### src/inc/exec_defines.svh
/*
  Offsets, field positions and reset values for the move/return/rotate
  execution block. Assumes a 32-bit classic Wishbone register bus.
*/
// Summary of operation
// - accumulator written to addressed file register, flags kept
// - immediate byte loads accumulator, flags kept
// - idle instruction only advances program counter
// - file value goes to accumulator or back
// - file move sets zero flag from value
// - interrupt return pops pc, sets interrupt enable
// - every return pops stack, pointer decrements once unless already zero
// - return with immediate loads accumulator and pops
// - rotate left through carry, bit seven to carry
// - rotate result to accumulator or register, carry only
`ifndef EXEC_DEFINES_SVH
`define EXEC_DEFINES_SVH

// register byte addresses
`define ADDR_INSTR 8'h00
`define ADDR_ACC 8'h04
`define ADDR_STATUS 8'h08
`define ADDR_PC 8'h0C
`define ADDR_SP 8'h10

// instruction register fields
`define OP_LSB 0
`define OP_MSB 2
`define DEST_BIT 3
`define FADDR_LSB 4
`define FADDR_MSB 10
`define IMM_LSB 11
`define IMM_MSB 18

// status register bits
`define STAT_ZERO 0
`define STAT_CARRY 1
`define STAT_GIE 2
`define STAT_BUSY 3

// reset values
`define ACC_RST 8'h00
`define PC_RST 11'h000
`define SP_RST 3'h0
`define FADDR_RST 7'h00

`endif

### src/inc/exec_pkg.sv
/*
  Types for the move/return/rotate execution block.
  Assumes exec_defines.svh supplies the numeric constants.
*/
package exec_pkg;
  typedef logic [7:0] byte_t;
  typedef logic [10:0] pc_t;

  // instruction classes carried in the instruction register
  typedef enum logic [2:0] {
    op_idle_instruction = 3'h0,
    op_acc_to_file_move = 3'h1,
    op_immediate_to_acc_load = 3'h2,
    op_file_register_move = 3'h3,
    op_interrupt_return_enable = 3'h4,
    op_return_with_immediate = 3'h5,
    op_rotate_left_carry = 3'h6
  } op_t;

  typedef enum logic [1:0] {
    st_idle = 2'b00,
    st_exec = 2'b01,
    st_settle = 2'b10
  } state_t;
endpackage : exec_pkg

### src/verilog/move_return_rotate_ops.sv
/*
  Execution logic for register moves, immediate load, idle, returns and
  rotate-left-through-carry. Software issues one instruction at a time
  over classic Wishbone. Assumes file register and stack read data come
  combinationally from logic on the same clock.
*/
`timescale 1ns/100ps
`include "exec_defines.svh"

module move_return_rotate_ops (
  input wire logic clk_i,
  input wire logic rst_i,
  input wire logic wb_cyc_i,
  input wire logic wb_stb_i,
  input wire logic wb_we_i,
  input wire logic [7:0] wb_adr_i,
  input wire logic [3:0] wb_sel_i,
  input wire logic [31:0] wb_dat_i,
  output logic [31:0] wb_dat_o,
  output logic wb_ack_o,
  input wire exec_pkg::byte_t file_rdata_i,
  output logic [6:0] file_addr_o,
  output exec_pkg::byte_t file_wdata_o,
  output logic file_we_o,
  input wire exec_pkg::pc_t stack_rdata_i,
  output logic [2:0] stack_level_o,
  output exec_pkg::pc_t pc_o,
  output exec_pkg::byte_t accumulator_o,
  output logic zero_o,
  output logic carry_o,
  output logic global_irq_enable_o,
  output logic busy_o
);
  import exec_pkg::*;

  state_t state;
  op_t op_q;
  logic dest_q;
  byte_t imm_q;
  logic [31:0] instr_word;
  logic bus_req, bus_wr, in_exec, is_return, idle_write;
  byte_t rot_result;

  // bus request is taken once, in the cycle before ack
  assign bus_req = wb_cyc_i & wb_stb_i & ~wb_ack_o;
  assign bus_wr = bus_req & wb_we_i;
  // register writes other than issue are refused while executing
  assign idle_write = bus_wr & (state == st_idle) & wb_sel_i[0];
  assign in_exec = (state == st_exec);
  assign is_return = (op_q == op_interrupt_return_enable) | (op_q == op_return_with_immediate);
  assign rot_result = {file_rdata_i[6:0], carry_o};

  // wishbone answer: one registered ack, unmapped reads give zero
  always_ff @(posedge clk_i) begin
    if (rst_i) begin
      wb_ack_o <= 1'b0;
      wb_dat_o <= 32'h0000_0000;
    end else begin
      wb_ack_o <= bus_req;
      if (bus_req & ~wb_we_i) begin
        case (wb_adr_i)
          `ADDR_INSTR: wb_dat_o <= instr_word;
          `ADDR_ACC: wb_dat_o <= {24'h00_0000, accumulator_o};
          `ADDR_STATUS: wb_dat_o <= {28'h000_0000, busy_o, global_irq_enable_o, carry_o, zero_o};
          `ADDR_PC: wb_dat_o <= {21'h00_0000, pc_o};
          `ADDR_SP: wb_dat_o <= {29'h0000_0000, stack_level_o};
          default: wb_dat_o <= 32'h0000_0000;
        endcase
      end
    end
  end

  // issue and sequencing; returns take a second settle cycle
  always_ff @(posedge clk_i) begin
    if (rst_i) begin
      state <= st_idle;
      op_q <= op_idle_instruction;
      dest_q <= 1'b0;
      imm_q <= 8'h00;
      instr_word <= 32'h0000_0000;
      busy_o <= 1'b0;
    end else begin
      case (state)
        st_idle: begin
          if (bus_wr & (wb_adr_i == `ADDR_INSTR) & (&wb_sel_i[2:0])) begin
            instr_word <= {13'h0000, wb_dat_i[18:0]};
            op_q <= op_t'(wb_dat_i[`OP_MSB:`OP_LSB]);
            dest_q <= wb_dat_i[`DEST_BIT];
            imm_q <= wb_dat_i[`IMM_MSB:`IMM_LSB];
            state <= st_exec;
            busy_o <= 1'b1;
          end
        end
        st_exec: begin
          if (is_return) begin
            state <= st_settle;
          end else begin
            state <= st_idle;
            busy_o <= 1'b0;
          end
        end
        st_settle: begin
          state <= st_idle;
          busy_o <= 1'b0;
        end
        default: begin
          state <= st_idle;
          busy_o <= 1'b0;
        end
      endcase
    end
  end

  // accumulator and flags
  always_ff @(posedge clk_i) begin
    if (rst_i) begin
      accumulator_o <= `ACC_RST;
      zero_o <= 1'b0;
      carry_o <= 1'b0;
      global_irq_enable_o <= 1'b0;
    end else if (in_exec) begin
      case (op_q)
        op_immediate_to_acc_load: accumulator_o <= imm_q;
        op_return_with_immediate: accumulator_o <= imm_q;
        op_file_register_move: begin
          if (!dest_q) begin
            accumulator_o <= file_rdata_i;
          end
          zero_o <= (file_rdata_i == 8'h00);
        end
        op_interrupt_return_enable: global_irq_enable_o <= 1'b1;
        op_rotate_left_carry: begin
          if (!dest_q) begin
            accumulator_o <= rot_result;
          end
          carry_o <= file_rdata_i[7];
        end
        default: begin
          // accumulator-to-file moves and idle leave accumulator and flags alone
        end
      endcase
    end else if (idle_write & (wb_adr_i == `ADDR_ACC)) begin
      accumulator_o <= wb_dat_i[7:0];
    end else if (idle_write & (wb_adr_i == `ADDR_STATUS)) begin
      zero_o <= wb_dat_i[`STAT_ZERO];
      carry_o <= wb_dat_i[`STAT_CARRY];
      global_irq_enable_o <= wb_dat_i[`STAT_GIE];
    end
  end

  // program counter and stack level
  always_ff @(posedge clk_i) begin
    if (rst_i) begin
      pc_o <= `PC_RST;
      stack_level_o <= `SP_RST;
    end else if (in_exec) begin
      if (is_return) begin
        pc_o <= stack_rdata_i;
        if (stack_level_o != 3'h0) begin
          stack_level_o <= stack_level_o - 3'h1;
        end
      end else begin
        pc_o <= pc_o + 11'h001;
      end
    end else if (idle_write & (wb_adr_i == `ADDR_PC) & wb_sel_i[1]) begin
      pc_o <= wb_dat_i[10:0];
    end else if (idle_write & (wb_adr_i == `ADDR_SP)) begin
      stack_level_o <= wb_dat_i[2:0];
    end
  end

  // file register bus: address set at issue, write strobe one cycle
  always_ff @(posedge clk_i) begin
    if (rst_i) begin
      file_addr_o <= `FADDR_RST;
      file_wdata_o <= 8'h00;
      file_we_o <= 1'b0;
    end else begin
      file_we_o <= 1'b0;
      if ((state == st_idle) & bus_wr & (wb_adr_i == `ADDR_INSTR) & (&wb_sel_i[2:0])) begin
        file_addr_o <= wb_dat_i[`FADDR_MSB:`FADDR_LSB];
      end
      if (in_exec) begin
        case (op_q)
          op_acc_to_file_move: begin
            file_wdata_o <= accumulator_o;
            file_we_o <= 1'b1;
          end
          op_file_register_move: begin
            file_wdata_o <= file_rdata_i;
            file_we_o <= dest_q;
          end
          op_rotate_left_carry: begin
            file_wdata_o <= rot_result;
            file_we_o <= dest_q;
          end
          default: file_we_o <= 1'b0;
        endcase
      end
    end
  end
endmodule : move_return_rotate_ops

### config.mk
export PLATFORM = sky130hd
export DESIGN_NAME = move_return_rotate_ops
export DESIGN_NICKNAME = d
export VERILOG_FILES = /design/src/inc/exec_pkg.sv /design/src/verilog/move_return_rotate_ops.sv
export VERILOG_INCLUDE_DIRS = /design/src /design/src/inc
export SDC_FILE = /design/constraint.sdc
export NUM_CORES = 1
export LEC_CHECK = 0
export BUFFER_PORTS_ARGS = -buffer_cell sky130_fd_sc_hd__buf_2
export CORE_UTILIZATION = 42
export DETAILED_ROUTE_END_ITERATION = 10
export PLACE_DENSITY = 0.64
export SLEW_MARGIN = 20
export SYNTH_ARGS = -nofsm -noshare
export SYNTH_HDL_FRONTEND = slang
export SYNTH_SLANG_ARGS = --single-unit
### constraint.sdc
create_clock -name clk_i -period 3.3 [get_ports clk_i]
set_input_delay 0.66 -clock clk_i [delete_from_list [all_inputs] [get_ports clk_i]]
set_output_delay 0.66 -clock clk_i [all_outputs]
set_load 0.03 [all_outputs]
# Yosys cells after proc, flatten, opt, wreduce, memory -nomap -nowiden
# Index checks and enable logic that the tools add are counted.
dict set report word_totals {
  regBits 108
  latchBits 0
  ramBits 0
  rom_bits 0
  in_bits 68
  out_inout_bits 75
  wordCells 116
  mem_count 0
}
dict set report classes {
  addsub 2
  n_mul 0
  n_div 0
  magnitude_cmp 0
  eq_ne 23
  shift 0
  muxes 34
  bitwise 19
  n_reduce_logical 21
}
# operator n
set op_table {}
lappend op_table {{19-bit one-hot mux with 5 select lines} 1}
lappend op_table {{8-bit one-hot mux with 3 select lines} 2}
lappend op_table {{11-bit two-way mux} 3}
lappend op_table {{8-bit two-way mux} 4}
lappend op_table {{8-bit by 4-bit == test with 1-bit output, second input constant} 2}
lappend op_table {{8-bit zero test} 2}
lappend op_table {{1-bit AND} 15}
lappend op_table {{3-bit two-way mux} 5}
lappend op_table {{1-bit two-way mux} 14}
lappend op_table {{2-bit by 1-bit inequality test with 1-bit output, second input constant} 6}
lappend op_table {{3-bit AND reduction} 4}
lappend op_table {{11-bit by 1-bit adder with 11-bit output, second input constant} 1}
lappend op_table {{3-bit == test, second input constant} 3}
lappend op_table {{8-bit by 3-bit == test with 1-bit output, second input constant} 1}
lappend op_table {{8-bit by 5-bit == test with 1-bit output, second input constant} 1}
lappend op_table {{4-bit AND reduction} 2}
lappend op_table {{2-bit nonzero test} 4}
lappend op_table {{3-bit by 2-bit == test with 1-bit output, second input constant} 2}
lappend op_table {{2-bit inequality test, second input constant} 3}
lappend op_table {{3-bit inequality test, second input constant} 2}
lappend op_table {{2-bit AND reduction} 3}
lappend op_table {{3-bit nonzero test} 2}
lappend op_table {{2-bit OR reduction} 3}
lappend op_table {{2-bit two-way mux} 2}
lappend op_table {{9 further kinds} 12}

# Depth between registers and ports, before layout
dict set report logic_depth {
  depth_word 9
  depth_mapped 8
  ltp_nobuf 7
}

# Worst setup path before layout
# OpenSTA, ideal clock, no wires.
dict set report synth_timing {
  path_type {input -> register}
  start {in wb_adr_i[4]}
  end {reg pc_o[1]}
  setup_ns 0.067
  t_arrival_ns 1.998
  t_required_ns 3.233
  setup_slack_ns 1.235
  cell_stages 6
  n_path_buf 1
  path_cell_list {buf_6 > nor4_4 > and2_4 > a41oi_2 > a311o_1 > a21oi_2}
}
dict set report synth_between {
  elab_chain_len 4
}
# element line_no
set synth_rtl {}
lappend synth_rtl {{from (decl)} move_return_rotate_ops.sv:16} ;# input wire logic [7:0] wb_adr_i,
lappend synth_rtl {{8-bit by 4-bit == test with 1-bit output} -}
lappend synth_rtl {{1-bit AND (2 in series)} move_return_rotate_ops.sv:165} ;# end else if (idle_write & (wb_adr_i == `ADDR_PC) & wb_sel_i[1]) begin
lappend synth_rtl {{2-bit nonzero test (no source line)} -}
lappend synth_rtl {{to (signal assigned)} move_return_rotate_ops.sv:158} ;# pc_o <= stack_rdata_i;
lappend synth_rtl {{to (signal assigned)} move_return_rotate_ops.sv:163} ;# pc_o <= pc_o + 11'h001;
lappend synth_rtl {{to (signal assigned)} move_return_rotate_ops.sv:166} ;# pc_o <= wb_dat_i[10:0];
lappend synth_rtl {{to (decl)} move_return_rotate_ops.sv:27} ;# output exec_pkg::pc_t pc_o,
# No other way between the ends.
# A chain may end at the register's enable or synchronous reset.

# Final worst setup path
dict set report layout_timing {
  start {reg state[1]}
  end {reg busy_o}
}
dict set report layout_between {
  elab_chain_len 3
  elab_cells_between_ends 6
  cone_classes {eq/ne (3); mux (1); reduce/logical (2)}
}
# element line_no
set layout_rtl {}
lappend layout_rtl {{from (decl)} move_return_rotate_ops.sv:36} ;# state_t state;
lappend layout_rtl {{from (signal assigned)} move_return_rotate_ops.sv:76} ;# state <= st_idle;
lappend layout_rtl {{from (signal assigned)} move_return_rotate_ops.sv:90} ;# state <= st_exec;
lappend layout_rtl {{from (signal assigned)} move_return_rotate_ops.sv:96} ;# state <= st_settle;
lappend layout_rtl {{2-bit by 1-bit == test with 1-bit output or 2-bit zero test (tied branches)} move_return_rotate_ops.sv:83} ;# case (state)
lappend layout_rtl {{2-bit inequality test (no source line) or 2-bit by 1-bit inequality test with 1-bit output (tied branches)} -}
lappend layout_rtl {{2-bit AND reduction (no source line)} -}
lappend layout_rtl {{to (signal assigned)} move_return_rotate_ops.sv:81} ;# busy_o <= 1'b0;
lappend layout_rtl {{to (signal assigned)} move_return_rotate_ops.sv:91} ;# busy_o <= 1'b1;
lappend layout_rtl {{to (signal assigned)} move_return_rotate_ops.sv:99} ;# busy_o <= 1'b0;
lappend layout_rtl {{to (decl)} move_return_rotate_ops.sv:32} ;# output logic busy_o
# Parallel ways exist; a longest one is shown, timed or not.

==> qor.csv <==
metric,value,unit
peakVddDrop,0.207,mV
root_buffer,clkbuf_8,
worstMarginPinSlew,0.829,ns
yosys.area_share.adder,0.0108,
ys_async_sr_fraction,0,
grt_max_degree,36,
post-cts-setup-buffers,0,
cp_slowest_stage_delay,0.69,ns
final_cells,790,
worstSkewPairLatency,0.36,ns
grt_pass1_wl,21.5,mm
hold_violations,0,
ctsResizeCount,0,
seq_area_frac_synth,0.376,
cts_tree,yes,
drv_slew,0,
drt_first_pass_iters,6,
fin_skew,0.0114,ns
cp-end-kind,flop,
path_cells,"nand2b_1, nor2_1, nor3_1, a21oi_1, a2111oi_0",
ant_nets,0,
setup.worst_path.start,state[1],
nets,720,
crit_type,reg -> reg,
synth_cell_types,66,
hold_start,file_wdata_o[7],
cts_max_level,3,
ys_warn_count,0,
ys_seq_elements,83,
fin_crit,2.38,ns
pwr-share-comb,0.069,
synth_top_family_by_area,compound AO/OA/AOI/OAI gates,
area_growth_syn_to_layout,18.6,%
hold_path.class,reg -> reg,
gr-usage-all-layers,0.249,
slowest_stage,nand2b_1,
vias_per_cell,5.70,
drt_iter0_drc,326,
drc,0,
gp_congestion,0.841,
synth-edff-count,0,
grt_pass1_vias,4099,
r2r_start,state[1],
rsz0062_at_grt,false,
synth_compound_area_frac,0.265,
path_clk_slew,0.09,ns
numCtsBuffers,9,
slew_headroom,0.447,
syn_avg_cell_area,8.02,µm²
chipHeight,105,µm
drv_cap,0,
layout.cells.most_common,buf_2,
place_ws,0.746,ns
setup_viol,0,
die_area,10900,µm²
synthCells,551,
tns,0,ns
cts_hold_buf,0,
p_clk_frac,0.422,
die_width,105,µm
final_cell_mix,"buf_2, dfxtp_1, nand2_1",
dpl.hpwl,9.93,mm
power_frac_seq,0.509,
intPower,1.49,mW
routed-via-count,4505,
yosys.area_share.simple,0.244,
portBuffers,115,
power_density,376,nW/µm²
wl_per_cell,17.3,µm
synth_xor_area_frac,0.00397,
pin_count,143,
finalWorstSetupSlack,0.917,ns
cp.required,3.54,ns
drive_gt1_frac,0.240,
placedCellCount,774,
p_switching,0.481,mW
finalWirelength,13.6,mm
initial_core_util,0.430,
rows,37,
syn_area,4420,µm²
cp_max_fo,16,
diodes,0,
cts_buffer_depth,2,
core_area,10300,µm²
fmax,420,MHz
leakagePower,2.02,nW
final.period_utilization,0.722,
synthMuxAreaShare,0.0303,
outcome,"complete, no violations",
cts_num_sinks,83,
start_kind,flop,
grt_overflow_total,0,
finalPower,1.97,mW
fin_hold_ws,0.457,ns
swShare,0.244,
fill_cells,1034,
synth_flop_cell,dfxtp_1,
antenna_found_initial,0,
cp.arrival,2.62,ns
## cell families (layout without fill, tap and decap cells)
family / Yosys count / in the layout
DFF: 83 / 83
AOI/OAI and AO/OA: 175 / 175
and+or+nand+nor: 215 / 215
other: 1 / 13
xor gates and xnor gates: 2 / 2
adders and majority gates: 4 / 4
muxes: 12 / 12
buffers and inverters: 59 / 150
## power by group through the flow
stage	combinational, mW	clock [mW]	sequential, mW
2_1_floorplan	0.0793	0	1.03
3_3_place_gp	0.133	0	1.03
6_report	0.136	0.832	1.00
4_1_cts	0.135	0.841	1.00
3_5_place_dp	0.134	0	1.03
5_1_grt	0.147	0.887	1.00
## synthesized netlist by cell type, drive strengths merged (2+ instances only)
library cell	n	share of area
dfxtp	83	0.38
nand2	80	0.068
a21oi	57	0.065
nor2	47	0.041
o21ai	31	0.035
buf	27	0.042
clkbuf	24	0.020
a22oi	22	0.039
nor2b	20	0.028
nor3	20	0.023
a211oi	11	0.019
mux2i	10	0.023
inv	7	0.0060
nand2b	7	0.0099
nand3	7	0.0079
o22ai	7	0.0099
a221oi	6	0.012
nand3b	6	0.013
a22o	5	0.0099
and2	5	0.0077
nor4	5	0.017
or3	5	0.0071
a222oi	4	0.0091
and3	4	0.0060
a21o	3	0.0051
a311o	3	0.0068
ha	3	0.0085
nand4	3	0.0042
o211ai	3	0.0051
o311a	3	0.0068
o32a	3	0.0068
a211o	2	0.0040
a31oi	2	0.0028
a41oi	2	0.0074
and4	2	0.0042
o2bb2ai	2	0.0040
o311ai	2	0.0040
o31ai	2	0.0034
xnor2	2	0.0040
## layer usage
metal | vias up | GRT usage | wire length, µm
li1 | 2171 | - | -
met1 | 2130 | 0.341 | 6080
met2 | 186 | 0.388 | 6260
met3 | 18 | 0.0586 | 1080
met4 | 0 | 0.0776 | 203
met5 | - | 0 | 0
## final timing paths
| path | depth (start not counted) | end | slack, ns |
|---|---|---|---|
| min reg2reg | 2 | file_wdata_o[7] | 0.46 |
| max | 5 | busy_o | 0.92 |
| min | 2 | file_wdata_o[7] | 0.46 |
| max reg2reg | 5 | busy_o | 0.92 |
## flip-flops by register name, summed over array words and instances (netlist names), 3 cells and up
register,flops
wb_dat_o,19
pc_o,11
instr_word,9
accumulator_o,8
file_wdata_o,8
imm_q,8
file_addr_o,7
stack_level_o,3
## per-stage QoR
step	cell area, µm²	utilization
floorplan	4460	-
global placement	5010	0.488
detailed placement	5010	0.488
CTS	5240	0.510
global route	5240	0.510
finish	5240	0.510
## worst max-delay path: cells and delay by family (launching register included)
family             cells  cell delay, ns
and+or+nand+nor        3            1.34
DFF                    1            0.45
AOI/OAI and AO/OA      2            0.47
## layout make-up
class                           count  area [µm²]  area share
Clock inverter                      6        88.8      0.0170
Inverter                            8        30.0     0.00573
Sequential cell                    83        1660       0.317
Tap cell                          136         170      0.0325
Timing Repair Buffer              126         658       0.126
Clock buffer                       10         138      0.0263
Multi-Input combinational cell    421        2490       0.476
No activity file was read; power rests on OpenSTA's default activity.
